--- src/nfh_pkg.sv ---
// package for the nand host controller: commands, page map, status bits, types
package nfh_pkg;
  // command codes
  localparam logic [7:0] CMD_READ1 = 8'h00;
  localparam logic [7:0] CMD_READ2 = 8'h30;
  localparam logic [7:0] CMD_PROG1 = 8'h80;
  localparam logic [7:0] CMD_PROG2 = 8'h10;
  localparam logic [7:0] CMD_ERASE1 = 8'h60;
  localparam logic [7:0] CMD_ERASE2 = 8'hd0;
  localparam logic [7:0] CMD_STATUS = 8'h70;
  // page map
  localparam logic [12:0] COL_MAIN0 = 13'h0000;
  localparam logic [12:0] COL_MAIN_LAST = 13'h0fff;
  localparam logic [12:0] COL_META0 = 13'h1000;
  localparam logic [12:0] COL_META_LAST = 13'h107f;
  localparam logic [12:0] COL_PAR0 = 13'h1080;
  localparam logic [12:0] COL_PAR_LAST = 13'h10ff;
  localparam logic [12:0] COL_BBM = 13'h1000;
  localparam int SECTOR_BYTES = 512;
  localparam int META_BYTES = 16;
  localparam int PAR_BYTES = 16;
  localparam int SECTORS = 8;
  localparam int MAX_PARTIAL = 4;
  localparam logic [7:0] BAD_MARK = 8'h00;
  localparam logic [11:0] TOTAL_BLOCKS = 12'h800;
  localparam logic [11:0] min_valid_block_count = 12'h7d8;
  localparam int PAGE_BITS = 6;
  // status bits
  localparam int SR_FAIL = 0;
  localparam int SR_RDY = 5;
  // pin timing: 20 mhz, 50 ns per cycle
  localparam int CLK_NS = 50;
  localparam int T_WP_NS = 50;
  localparam int T_STROBE_CYC = (T_WP_NS + CLK_NS - 1) / CLK_NS;
  localparam int T_WB_NS = 200;
  localparam int T_WB_CYC = (T_WB_NS + CLK_NS - 1) / CLK_NS;
  // operations
  typedef enum logic [2:0] {
    OP_READ = 3'h0, OP_PROG = 3'h1, OP_ERASE = 3'h2, OP_BBSCAN = 3'h3
  } nfh_op_t;
  // pins driven toward the device
  typedef struct packed {
    logic nce;
    logic cle;
    logic ale;
    logic nwe;
    logic nre;
    logic [7:0] dq;
    logic dq_oe;
  } nfh_pins_t;
  // request from user logic
  typedef struct packed {
    nfh_op_t op;
    logic [16:0] row;
    logic [12:0] col;
    logic [12:0] len;
  } nfh_req_t;
endpackage

--- src/nfh_bbt_mem.sv ---
// bad block table memory, one bit per block, registered read
`timescale 1ns/1ps
module nfh_bbt_mem (
  // clock
  input wire logic i_sys_clk,
  // write port
  input wire logic i_we,
  input wire logic [10:0] i_waddr,
  input wire logic i_wbit,
  // read port
  input wire logic [10:0] i_raddr,
  output logic o_rbit
);
  logic mem [0:2047];

  // table starts with every block good; entries are only ever set
  initial begin
    for (int k = 0; k < 2048; k++) begin
      mem[k] = 1'b0;
    end
  end

  // table storage, no reset so it maps to ram
  always_ff @(posedge i_sys_clk) begin
    if (i_we) begin
      mem[i_waddr] <= i_wbit;
    end
    o_rbit <= mem[i_raddr];
  end
endmodule

--- src/nfh_ctrl.sv ---
// host controller for an 8-bit nand with on-die ecc
`timescale 1ns/1ps
module nfh_ctrl (
  // clock and reset
  input wire logic i_sys_clk,
  input wire logic i_nrst,
  // user request
  input wire logic i_req_valid,
  input wire nfh_pkg::nfh_req_t i_req,
  input wire logic i_ecc_on,
  output logic o_req_ready,
  // write data stream
  input wire logic [7:0] i_wdata,
  output logic o_wdata_take,
  // read data stream
  output logic [7:0] o_rdata,
  output logic o_rdata_valid,
  // completion
  output logic o_done,
  output logic o_fail,
  output logic o_refused,
  output logic o_bad_block,
  output logic [11:0] o_bad_count,
  output logic o_below_min,
  // nand pins
  output nfh_pkg::nfh_pins_t o_pins,
  input wire logic [7:0] i_dq,
  input wire logic i_rb
);
  typedef enum logic [8:0] {
    S_IDLE = 9'h001, S_CMD = 9'h002, S_ADDR = 9'h004, S_WDAT = 9'h008,
    S_CMD2 = 9'h010, S_WAIT = 9'h020, S_STAT = 9'h040, S_RCMD = 9'h080,
    S_RDAT = 9'h100
  } nfh_st_t;

  nfh_st_t st_r, st_nxt;
  nfh_pkg::nfh_req_t req_r;
  logic ecc_r;
  logic [2:0] step_r;
  logic [2:0] acnt_r;
  logic [12:0] cnt_r;
  logic [7:0] dq_s1_r, dq_s2_r;
  logic rb_s1_r, rb_s2_r;
  logic [2:0] nproc_r [0:3];
  logic [1:0] pp_idx_r;
  logic [16:0] pp_row_r [0:3];
  logic [2:0] pp_cnt_r [0:3];
  logic scan_pg_r;
  logic [11:0] bad_cnt_r;
  logic bbt_rbit;

  // two-flop sync of device pins
  always_ff @(posedge i_sys_clk or negedge i_nrst) begin
    if (!i_nrst) begin
      dq_s1_r <= 8'h00;
      dq_s2_r <= 8'h00;
      rb_s1_r <= 1'b0;
      rb_s2_r <= 1'b0;
    end else begin
      dq_s1_r <= i_dq;
      dq_s2_r <= dq_s1_r;
      rb_s1_r <= i_rb;
      rb_s2_r <= rb_s1_r;
    end
  end

  // request checks
  wire [12:0] col_end = 13'(i_req.col + i_req.len - 13'h0001);
  wire hits_parity = i_ecc_on && (col_end >= nfh_pkg::COL_PAR0)
    && (i_req.col <= nfh_pkg::COL_PAR_LAST);
  wire [2:0] sec_a = i_req.col[11:9];
  wire in_main = i_req.col <= nfh_pkg::COL_MAIN_LAST;
  wire split_sector = i_ecc_on && in_main && (i_req.col[8:0] != 9'h000
    || i_req.len[8:0] != 9'h000);
  wire [16:0] blk_row = {i_req.row[16:nfh_pkg::PAGE_BITS], 6'h00};
  wire pp_hit = pp_row_r[0] == i_req.row || pp_row_r[1] == i_req.row
    || pp_row_r[2] == i_req.row || pp_row_r[3] == i_req.row;
  wire [1:0] pp_sel = (pp_row_r[0] == i_req.row) ? 2'd0 :
    (pp_row_r[1] == i_req.row) ? 2'd1 : (pp_row_r[2] == i_req.row) ? 2'd2 : 2'd3;
  wire pp_full = pp_hit && pp_cnt_r[pp_sel] >= 3'(nfh_pkg::MAX_PARTIAL);
  wire is_prog = i_req.op == nfh_pkg::OP_PROG;
  wire is_wr = is_prog || i_req.op == nfh_pkg::OP_ERASE;
  wire refuse = (is_prog && (hits_parity || split_sector || pp_full))
    || (is_wr && bbt_rbit);
  wire accept = st_r == S_IDLE && i_req_valid;
  // read cycles run one cycle longer so the byte has crossed the synchroniser
  localparam int RD_SYNC_CYC = 1;
  wire rd_cyc = st_r == S_RDAT || (st_r == S_STAT && acnt_r == 3'd1);
  wire [2:0] strobe_len = rd_cyc ? 3'(nfh_pkg::T_STROBE_CYC * 2 + RD_SYNC_CYC)
    : 3'(nfh_pkg::T_STROBE_CYC * 2);
  wire strobe_end = step_r == strobe_len;
  wire busy_done = rb_s2_r && step_r == 3'(nfh_pkg::T_WB_CYC);
  wire is_read_op = req_r.op == nfh_pkg::OP_READ || req_r.op == nfh_pkg::OP_BBSCAN;
  wire [2:0] naddr = (req_r.op == nfh_pkg::OP_ERASE) ? 3'd3 : 3'd5;
  wire [7:0] addr_byte = (req_r.op == nfh_pkg::OP_ERASE) ?
    ((acnt_r == 3'd0) ? req_r.row[7:0] : (acnt_r == 3'd1) ? req_r.row[15:8] :
    {7'h00, req_r.row[16]}) :
    ((acnt_r == 3'd0) ? req_r.col[7:0] : (acnt_r == 3'd1) ? {3'h0, req_r.col[12:8]} :
    (acnt_r == 3'd2) ? req_r.row[7:0] : (acnt_r == 3'd3) ? req_r.row[15:8] :
    {7'h00, req_r.row[16]});
  wire scan_bad = dq_s2_r == nfh_pkg::BAD_MARK;

  nfh_bbt_mem u_bbt (
    .i_sys_clk(i_sys_clk),
    .i_we(o_bad_block),
    .i_waddr(req_r.row[16:6]),
    .i_wbit(1'b1),
    .i_raddr(i_req.row[16:6]),
    .o_rbit(bbt_rbit)
  );

  // next state
  always_comb begin
    st_nxt = st_r;
    unique case (st_r)
      S_IDLE: if (i_req_valid && !refuse && step_r != 3'd0) st_nxt = S_CMD;
      S_CMD: if (strobe_end) st_nxt = S_ADDR;
      S_ADDR: if (strobe_end && acnt_r == naddr - 3'd1)
        st_nxt = (req_r.op == nfh_pkg::OP_PROG) ? S_WDAT : S_CMD2;
      S_WDAT: if (strobe_end && cnt_r == req_r.len - 13'h0001) st_nxt = S_CMD2;
      S_CMD2: if (strobe_end) st_nxt = S_WAIT;
      S_WAIT: if (busy_done) st_nxt = S_STAT;
      S_STAT: if (strobe_end && acnt_r == 3'd1)
        st_nxt = is_read_op ? S_RCMD : S_IDLE;
      S_RCMD: if (strobe_end) st_nxt = S_RDAT;
      S_RDAT: if (strobe_end && cnt_r == req_r.len - 13'h0001) st_nxt = S_IDLE;
    endcase
  end

  // state, counters, and request capture
  always_ff @(posedge i_sys_clk or negedge i_nrst) begin
    if (!i_nrst) begin
      st_r <= S_IDLE;
      req_r <= '0;
      ecc_r <= 1'b0;
      step_r <= 3'd0;
      acnt_r <= 3'd0;
      cnt_r <= 13'h0000;
      scan_pg_r <= 1'b0;
    end else begin
      st_r <= st_nxt;
      if (st_r == S_IDLE) begin
        // one idle cycle lets the table read settle
        step_r <= (i_req_valid && step_r == 3'd0) ? 3'd1 : 3'd0;
        if (st_nxt == S_CMD) begin
          req_r <= i_req;
          ecc_r <= i_ecc_on;
          scan_pg_r <= 1'b0;
          if (i_req.op == nfh_pkg::OP_BBSCAN) begin
            req_r.row <= blk_row;
            req_r.col <= nfh_pkg::COL_BBM;
            req_r.len <= 13'h0001;
          end
          step_r <= 3'd0;
          acnt_r <= 3'd0;
          cnt_r <= 13'h0000;
        end
      end else if (st_r == S_WAIT) begin
        step_r <= busy_done ? 3'd0 : (step_r == 3'(nfh_pkg::T_WB_CYC) ? step_r : step_r + 3'd1);
        acnt_r <= 3'd0;
      end else begin
        step_r <= strobe_end ? 3'd0 : step_r + 3'd1;
        if (strobe_end) begin
          acnt_r <= (st_nxt != st_r) ? 3'd0 : acnt_r + 3'd1;
          cnt_r <= (st_nxt != st_r) ? 13'h0000 : cnt_r + 13'h0001;
        end
        // second page of a scan re-runs the read on page one
        if (st_r == S_RDAT && st_nxt == S_IDLE && req_r.op == nfh_pkg::OP_BBSCAN
            && !scan_pg_r && !scan_bad) begin
          st_r <= S_CMD;
          scan_pg_r <= 1'b1;
          req_r.row <= req_r.row + 17'h00001;
        end
      end
    end
  end

  // pins and user outputs
  always_ff @(posedge i_sys_clk or negedge i_nrst) begin
    if (!i_nrst) begin
      o_pins <= '{nce: 1'b1, cle: 1'b0, ale: 1'b0, nwe: 1'b1, nre: 1'b1, dq: 8'h00, dq_oe: 1'b0};
      o_req_ready <= 1'b0;
      o_wdata_take <= 1'b0;
      o_rdata <= 8'h00;
      o_rdata_valid <= 1'b0;
      o_done <= 1'b0;
      o_fail <= 1'b0;
      o_refused <= 1'b0;
    end else begin
      o_pins.nce <= st_nxt == S_IDLE;
      o_pins.cle <= st_r == S_CMD || st_r == S_CMD2 || st_r == S_RCMD
        || (st_r == S_STAT && acnt_r == 3'd0);
      o_pins.ale <= st_r == S_ADDR;
      o_pins.nwe <= !((st_r == S_CMD || st_r == S_ADDR || st_r == S_WDAT
        || st_r == S_CMD2 || st_r == S_RCMD || (st_r == S_STAT && acnt_r == 3'd0))
        && step_r < 3'(nfh_pkg::T_STROBE_CYC));
      o_pins.nre <= !((st_r == S_RDAT || (st_r == S_STAT && acnt_r == 3'd1))
        && step_r < 3'(nfh_pkg::T_STROBE_CYC));
      o_pins.dq_oe <= st_r == S_CMD || st_r == S_ADDR || st_r == S_WDAT
        || st_r == S_CMD2 || st_r == S_RCMD || (st_r == S_STAT && acnt_r == 3'd0);
      unique case (st_r)
        S_CMD: o_pins.dq <= (req_r.op == nfh_pkg::OP_PROG) ? nfh_pkg::CMD_PROG1 :
          (req_r.op == nfh_pkg::OP_ERASE) ? nfh_pkg::CMD_ERASE1 : nfh_pkg::CMD_READ1;
        S_ADDR: o_pins.dq <= addr_byte;
        S_WDAT: o_pins.dq <= (step_r == 3'd0) ? i_wdata : o_pins.dq; // held across the strobe
        S_CMD2: o_pins.dq <= (req_r.op == nfh_pkg::OP_PROG) ? nfh_pkg::CMD_PROG2 :
          (req_r.op == nfh_pkg::OP_ERASE) ? nfh_pkg::CMD_ERASE2 : nfh_pkg::CMD_READ2;
        S_STAT: o_pins.dq <= nfh_pkg::CMD_STATUS;
        S_RCMD: o_pins.dq <= nfh_pkg::CMD_READ1;
        default: o_pins.dq <= o_pins.dq;
      endcase
      o_req_ready <= accept && step_r != 3'd0 && !refuse;
      o_refused <= accept && step_r != 3'd0 && refuse;
      o_wdata_take <= st_r == S_WDAT && step_r == 3'd0; // next byte lands before next strobe
      // sample read data once it has crossed the synchroniser; data is already corrected
      o_rdata_valid <= st_r == S_RDAT && strobe_end && req_r.op == nfh_pkg::OP_READ;
      o_rdata <= dq_s2_r;
      o_done <= st_r != S_IDLE && st_nxt == S_IDLE
        && !(st_r == S_RDAT && req_r.op == nfh_pkg::OP_BBSCAN && !scan_pg_r && !scan_bad);
      // fail bit: uncorrectable on read with ecc, program or erase fail otherwise
      if (st_r == S_STAT && strobe_end && acnt_r == 3'd1) begin
        o_fail <= dq_s2_r[nfh_pkg::SR_FAIL] && (!is_read_op || ecc_r);
      end else if (st_r == S_CMD) begin
        o_fail <= 1'b0;
      end
    end
  end

  // partial program tracking and bad block bookkeeping
  always_ff @(posedge i_sys_clk or negedge i_nrst) begin
    if (!i_nrst) begin
      pp_idx_r <= 2'd0;
      bad_cnt_r <= 12'h000;
      o_bad_block <= 1'b0;
      o_bad_count <= 12'h000;
      o_below_min <= 1'b0;
      for (int k = 0; k < 4; k++) begin
        pp_row_r[k] <= '1;
        pp_cnt_r[k] <= 3'd0;
      end
    end else begin
      if (accept && step_r != 3'd0 && !refuse) begin
        if (is_prog) begin
          if (pp_hit) begin
            pp_cnt_r[pp_sel] <= pp_cnt_r[pp_sel] + 3'd1;
          end else begin
            pp_row_r[pp_idx_r] <= i_req.row;
            pp_cnt_r[pp_idx_r] <= 3'd1;
            pp_idx_r <= pp_idx_r + 2'd1;
          end
        end
        if (i_req.op == nfh_pkg::OP_ERASE) begin
          for (int k = 0; k < 4; k++) begin
            if (pp_row_r[k][16:6] == i_req.row[16:6]) pp_cnt_r[k] <= 3'd0;
          end
        end
      end
      o_bad_block <= (st_r == S_STAT && strobe_end && acnt_r == 3'd1 && !is_read_op
        && dq_s2_r[nfh_pkg::SR_FAIL])
        || (st_r == S_RDAT && strobe_end && req_r.op == nfh_pkg::OP_BBSCAN && scan_bad);
      if (o_bad_block) bad_cnt_r <= bad_cnt_r + 12'h001;
      o_bad_count <= bad_cnt_r;
      o_below_min <= (nfh_pkg::TOTAL_BLOCKS - bad_cnt_r) < nfh_pkg::min_valid_block_count;
    end
  end
endmodule

--- config.mk ---
export PLATFORM = sky130hd
export DESIGN_NAME = nfh_ctrl
export DESIGN_NICKNAME = d
export VERILOG_FILES = /design/src/nfh_pkg.sv /design/src/nfh_bbt_mem.sv /design/src/nfh_ctrl.sv
export SDC_FILE = /design/constraint.sdc
export NUM_CORES = 2
export LEC_CHECK = 0
export BUFFER_PORTS_ARGS = -buffer_cell sky130_fd_sc_hd__clkbuf_2
export CAP_MARGIN = 10
export CELL_PAD_IN_SITES_DETAIL_PLACEMENT = 0
export CELL_PAD_IN_SITES_GLOBAL_PLACEMENT = 2
export CORE_ASPECT_RATIO = 0.7
export CORE_UTILIZATION = 49
export CTS_BUF_LIST = sky130_fd_sc_hd__clkbuf_2 sky130_fd_sc_hd__clkbuf_4 sky130_fd_sc_hd__clkbuf_8
export CTS_CLUSTER_SIZE = 16
export DETAILED_ROUTE_END_ITERATION = 10
export MAX_ROUTING_LAYER = met4
export PLACE_DENSITY = 0.9
export SLEW_MARGIN = 0
export SYNTH_ARGS = -nofsm -noshare
export SYNTH_HDL_FRONTEND = slang
export SYNTH_SLANG_ARGS = --single-unit
--- constraint.sdc ---
create_clock -name i_sys_clk -period 9.6 [get_ports i_sys_clk]
set_input_delay 0.96 -clock i_sys_clk [delete_from_list [all_inputs] [get_ports i_sys_clk]]
set_output_delay 0.96 -clock i_sys_clk [all_outputs]
set_load 0.05 [all_outputs]
Word-level counts from Yosys, hierarchy flattened. Memories as Yosys holds them, arrays and structs flattened. A register that Yosys moved wholly into a read port is not among the register bits. Cells that the tools add are included.

Add/sub/neg operators: 12. Order comparisons: 10. Equality and inequality tests: 38. Multiplexer cells: 81. Bitwise logic cells: 6. Reductions and logical operators: 88.

Operator list (count): two-way mux 9 bit (12); two-way mux 8 bit (12); case mux 9 bit (9 select lines) (1); bitwise mux 68 bit (1); equality test 17 bit (4); two-way mux 17 bit (4); two-way mux 13 bit (5); two-way mux 3 bit (19); case mux 8 bit (6 select lines) (1); equality test 11 bit (4); logical AND 1 bit (43); two-way mux 43 bit (1); two-way mux 12 bit (3); demux 17 bit (select 2 bit) (1); two-way mux 32 bit (1); subtractor 13 x 1 -> 13 bit (second input constant) (2); logical OR 1 bit (20); equality test 3 x 2 -> 1 bit (second input constant) (6); equality test 9 x 1 -> 1 bit (second input constant) (2); equality test 9 x 2 -> 1 bit (second input constant) (2); nonzero test 9 bit (2); adder 17 x 1 -> 17 bit (second input constant) (1); adder 13 x 1 -> 13 bit (second input constant) (1); adder 13 bit (1); other kinds (48) (86).

Register bits after elaboration: 230. RAM bits: 2048. Input port bits: 67. Output and inout port bits: 42. Memories kept: 1.

Memory list: u_bbt.mem (depth 2048, width 1, rd ports 1, clocked after memory_dff 1, write ports 1, RTL line nfh_bbt_mem.sv:14) `logic mem [0:2047];`.

Depth between registers and ports, before layout.
Depth after elaboration: 26. Depth in mapped cells: 19.

Cells and area by module. From an unflattened synthesis, not the netlist that was laid out.

Cell total of the unflattened synthesis: 7598. Area, all modules: 102305.6 um^2.

Modules (own cells, without submodules): nfh_bbt_mem (times used 1, cells an instance 6243, area each 89345.7 um^2, seq. area each 61519.0 um^2); nfh_ctrl (times used 1, cells an instance 1355, area each 12959.9 um^2, seq. area each 5845.6 um^2).

Worst setup path after synthesis. OpenSTA, ideal clock, no wires.

Path type: input port to flip-flop. Start: input i_req[6] (netlist bit). End: register pp_row_r[0] (netlist bit). Setup time: 0.082 ns. Arrival: 4.318 ns. Slack: 5.200 ns. Stages: 16. Buffers on the path: 1. Path through: inv_1 > ha_1 > inv_1 > ha_1 > o21a_1 > or2_2 > a211o_1 > a21boi_0 > o21ai_0 > a211o_1 > o21ai_1 > nand3_1 > nor3_4 > nand2_1 > buf_2 > mux2_2.

Longest elaborated chain between the ends: 12.

Ends and longest elaborated chain: start: declaration (RTL line nfh_ctrl.sv:9) `input wire nfh_pkg::nfh_req_t i_req,`; adder 13 bit (RTL line nfh_ctrl.sv:68) `wire [12:0] col_end = 13'(i_req.col + i_req.len - 13'h0001);`; subtractor 13 x 1 -> 13 bit (RTL line nfh_ctrl.sv:68); greater-or-equal comparator 13 bit (RTL line nfh_ctrl.sv:69) `wire hits_parity = i_ecc_on && (col_end >= nfh_pkg::COL_PAR0)`; logical AND 1 bit (RTL line nfh_ctrl.sv:69); logical AND 1 bit (RTL line nfh_ctrl.sv:70) `&& (i_req.col <= nfh_pkg::COL_PAR_LAST);`; logical OR 1 bit (*) (2 in a row) (RTL line nfh_ctrl.sv:83) `wire refuse = (is_prog && (hits_parity || split_sector || pp_full))`; logical AND 1 bit (*) (RTL line nfh_ctrl.sv:83); logical OR 1 bit (*) (RTL line nfh_ctrl.sv:84) `|| (is_wr && bbt_rbit);`; zero test 1 bit (*) (RTL line nfh_ctrl.sv:242) `if (accept && step_r != 3'd0 && !refuse) begin`; logical AND 1 bit (*) (RTL line nfh_ctrl.sv:242); AND reduction 3 bit (no line) (*); end signal: indexed assignment (RTL line nfh_ctrl.sv:247) `pp_row_r[pp_idx_r] <= i_req.row;`; end: declaration (RTL line nfh_ctrl.sv:46) `logic [16:0] pp_row_r [0:3];`.

Every way passes the cells marked *; elsewhere a longest branch is shown, timed or not. A chain may end at the register's enable or synchronous reset.

Final worst setup path.
Start: register acnt_r[1]. End: register req_r[28] (netlist bit).

Longest elaborated chain between the ends: 15.

Ends and longest elaborated chain: start: declaration (RTL line nfh_ctrl.sv:40) `logic [2:0] acnt_r;`; start signal: assignment (RTL line nfh_ctrl.sv:164) `acnt_r <= (st_nxt != st_r) ? 3'd0 : acnt_r + 3'd1;`; equality test 3 x 1 -> 1 bit (RTL line nfh_ctrl.sv:88, nfh_ctrl.sv:123); logical AND 1 bit (RTL line nfh_ctrl.sv:88) `wire rd_cyc = st_r == S_RDAT || (st_r == S_STAT && acnt_r == 3'd1);`; logical OR 1 bit (RTL line nfh_ctrl.sv:88); two-way mux 1 bit (RTL line nfh_ctrl.sv:89) `wire [2:0] strobe_len = rd_cyc ? 3'(nfh_pkg::T_STROBE_CYC * 2 + RD_SYNC_CYC)`; equality test 3 x 2 -> 1 bit (RTL line nfh_ctrl.sv:91) `wire strobe_end = step_r == strobe_len;`; logical AND 1 bit, on equally long branches; two-way mux 9 bit, on equally long branches; case mux 9 bit (9 select lines) (*) (RTL line nfh_ctrl.sv:115) `unique case (st_r)`; equality test 9 x 1 -> 1 bit (RTL line nfh_ctrl.sv:168) `if (st_r == S_RDAT && st_nxt == S_IDLE && req_r.op == nfh_pkg::OP_BBSCAN`; logical AND 1 bit (2 in a row) (RTL line nfh_ctrl.sv:168); logical AND 1 bit (2 in a row) (RTL line nfh_ctrl.sv:169) `&& !scan_pg_r && !scan_bad) begin`; nonzero test 2 bit (no line); AND reduction 3 bit (no line) (*); end signal: assignment (RTL line nfh_ctrl.sv:146) `req_r <= i_req;`; end: declaration (RTL line nfh_ctrl.sv:37) `nfh_pkg::nfh_req_t req_r;`.

Marks and branches as above.

==> out/metrics.csv <==
metric,value,unit
Max rail drop VDD,155,uV
CTS tree,yes,
row count,128,
clock power share,0.433,
routed via count,60500,
CP peak stage delay,0.77,ns
Buffers on Ports,108,
die width,506,microns
total core area,0.175,sq mm
Comb power frac,0.065,
postcts setup bufs,0,
die area,0.179,sq mm
CTS Buf Count,349,
CP arrival,5.90,ns
Die H,355,microns
DRT antenna net count,0,
DRT iter0 DRCs,6146,
min-delay worst type,primary input to flop,
routed wire length,268000,microns
vias in the first global route,59200,
failing checks,design-rule violations,
Layout Nets,7161,
Synth top area share,0.471,
share of cells above drive strength 1,0.212,
Crit-path slowest cell,nor2b_1,
Crit. End Element,flop,
measured slew at the worst slew-check pin,1.25,ns
max cap viols,0,
required time of the worst setup path,10.50,ns
CTS Sinks,2279,
"commonest non-fill, non-tap cell in the layout",dfxtp_1,
DP HPWL,146000,microns
Final Cycle Share,0.520,
Final Hold Viols,0,
Area contributors post-synth,"dfxtp_1 47%, o21bai_1 17%, mux4_2 13%",
Synth Instances,7153,
Synth Net Count,7261,
"EDFF count, synth",0,
post-synth top area cell,dfxtp_1,
cts hold-fix bufs,10,
"most used cell, CP",o21ai_0,
RePlAce Congestion,0.909,
internal power,0.0144,W
post-synthesis cell type count,85,
Tot Pwr,0.0192,W
RSZ-0062 raised after global routing,no,
total track usage,0.304,
outcome,finished with violations,
Vias/cell,6.27,
Fin Hold WS,0.159,ns
"worst slack, placed",3.87,ns
R2R cell count,13,
worst reg2reg endpoint,req_r[28],
reg2reg setup slack,4.61,ns
fin crit period,4.99,ns
Mapped Avg Cell Area,12.2,sq um
yosys warns,0,
"Reg clk slew, reported paths",0.07,ns
most frequent cells in the layout,"2049 x dfxtp_1, 2015 x o21bai_1, 512 x mux4_2",
Post-Synthesis Cell Area,0.0870,sq mm
H-tree levels,5,
#FFs+latches synth,2279,
Switching Share,0.247,
CTS resizes,0,
count of final setup violators,0,
total congestion overflow,0,
top_reg_cell synth,dfxtp_1,
PwrDens,199,mW/mm^2
clock latency on the worst-skew pair,1.10,ns
clk buf depth,4,
Critical Path Start Type,flop,
setup TNS,0,ns
Crit path buffers/inverters,1,
fmax,200,MHz
Ports,109,
Crit Reg-Reg Startpoint,acnt_r[1],
Leakage,35.5,nW
drt wl/cell,27.8,microns
crit path launch,acnt_r[1],
P_sw,0.00474,W
Pre-Repair DR Iteration Count,9,
Slew headroom,0.159,
cell depth of the worst setup path,13,
fin worst setup slack,4.61,ns
CTS root buf,clkbuf_8,
Final Skew,0.0925,ns
Post-synth ARST share,0.101,
"Max FO, Critical Path",10,
Starting Density,0.497,
post-synthesis sequential area ratio,0.539,
kind of critical path,flop to flop,
pins over their slew limit,0,
largest net degree at the start of global routing,143,
first-pass GRT wire length,398000,microns
register share of total power,0.502,
initial antenna violation count,8,
CP endpoint,req_r[28],
"Largest delay share family, worst path",simple AND/OR/NAND/NOR gates,
Syn-to-layout area delta,10.9,%
"Cell Chain, Critical Path",inv_1 -> ha_1 -> nor2b_1 -> or4b_4 -> a21oi_1 -> o21ai_1 -> nor4_1 -> nand3_1 -> o21ai_0 -> nor2b_1 -> nor2_1 -> o21ai_0 -> o21ai_0,
DRC violation count after routing,8,
-- state kept, by name, summed over array words and instances, names as in the netlist, 2 cells and up --
name,count
pp_cnt_r,12
step_r,3
dq_s2_r,8
pp_row_r,68
dq_s1_r,8
cnt_r,13
acnt_r,3
bad_cnt_r,12
u_bbt.mem,2048
o_bad_count,12
req_r,46
pp_idx_r,2
o_rdata,8
o_pins,14
st_r,9
-- Yosys cell counts, types with 10 or more instances --
cell         n
o21bai_1  2015
xnor2_1     48
buf_1      138
nor2_1     103
and3_1      22
a22oi_1    119
nor3b_1     12
o211ai_1    10
o22ai_1     54
buf_2       10
nand4_1     17
inv_1       84
ha_1        40
dfxtp_1   2049
nand2_1    244
clkbuf_1   523
mux2_2      72
a31o_2      13
a31oi_1     10
a22o_1      81
mux4_2     512
and2_1      24
a21oi_1    117
nand2b_1    18
nor4_1      26
nor2b_1     21
nand3_1     62
a21o_1      34
o31ai_1     26
xor2_1      59
a32oi_1     13
nor3_1      56
a221oi_1    77
o21ai_0     79
dfrtp_1    158
nand3b_1    10
dfstp_2     72
-- logic make-up (layout without fill, tap and decap cells) --
group	count (synthesis)	in the layout	share of synthesized area
AOI/OAI and AO/OA	2711	2711	0.231
and+or+nand+nor	660	660	0.0371
adders and majority gates	42	42	0.00610
muxes	593	593	0.143
xor gates and xnor gates	107	107	0.0108
DFF	2279	2279	0.539
other	0	7	0
buffers and inverters	761	906	0.0334
-- layer usage --
layer | global-route usage | vias up | routed length [microns]
li1 | - | 26400 | -
met1 | 0.440 | 31000 | 123000
met2 | 0.427 | 2629 | 114000
met3 | 0.0636 | 495 | 24900
met4 | 0.0860 | 0 | 6190
met5 | - | - | 0
-- power by group through the flow --
| stage | Sequential [W] | Combinational, W | Clock [W] |
|---|---|---|---|
| 6_report | 0.00963 | 0.00125 | 0.00831 |
| 3_3_place_gp | 0.00983 | 0.00122 | 0 |
| 5_1_grt | 0.00963 | 0.00133 | 0.00882 |
| 4_1_cts | 0.00963 | 0.00123 | 0.00840 |
| 2_1_floorplan | 0.00988 | 0.000760 | 0 |
| 3_5_place_dp | 0.00984 | 0.00122 | 0 |
-- how the worst min path moves through the flow --
stage,startpoint,endpoint,slack (ns),cells after the start
after floorplan,dq_s1_r[0],dq_s2_r[0],0.33,0
after global placement,dq_s1_r[2],dq_s2_r[2],0.33,0
after detailed placement,dq_s1_r[6],dq_s2_r[6],0.34,0
after CTS,i_ecc_on,ecc_r,0.10,3
after global routing,i_req[13],req_r[13],0.16,3
final,i_ecc_on,ecc_r,0.16,3
-- stage by stage --
stage	util	cells	instance area [sq um]
CTS	0.551	9637	96500
global placement	0.509	9031	89300
detailed placement	0.509	9031	89300
global route	0.551	9644	96500
finish	0.551	9645	96500
floorplan	-	7153	87000
-- layout make-up --
class,instances,area [sq um]
multi-input cells,4113,37700
well taps,2340,2930
fillers,14600,78700
diodes,7,17.5
clock buffers,545,6740
inverters,85,319
repair buffers,225,1620
flip-flops and latches,2279,46900
clock inverters,51,364
-- worst reg2reg max path, cell delays in order (launching register included) --
cell and delay (ns):
dfrtp_1 0.43, inv_1 0.13, ha_1 0.33, nor2b_1 0.49, or4b_4 0.57, a21oi_1 0.21, o21ai_1 0.31, nor4_1 0.44
nand3_1 0.12, o21ai_0 0.35, nor2b_1 0.77, nor2_1 0.34, o21ai_0 0.22, o21ai_0 0.11
Note: power is estimated with default switching activity, not from simulation.
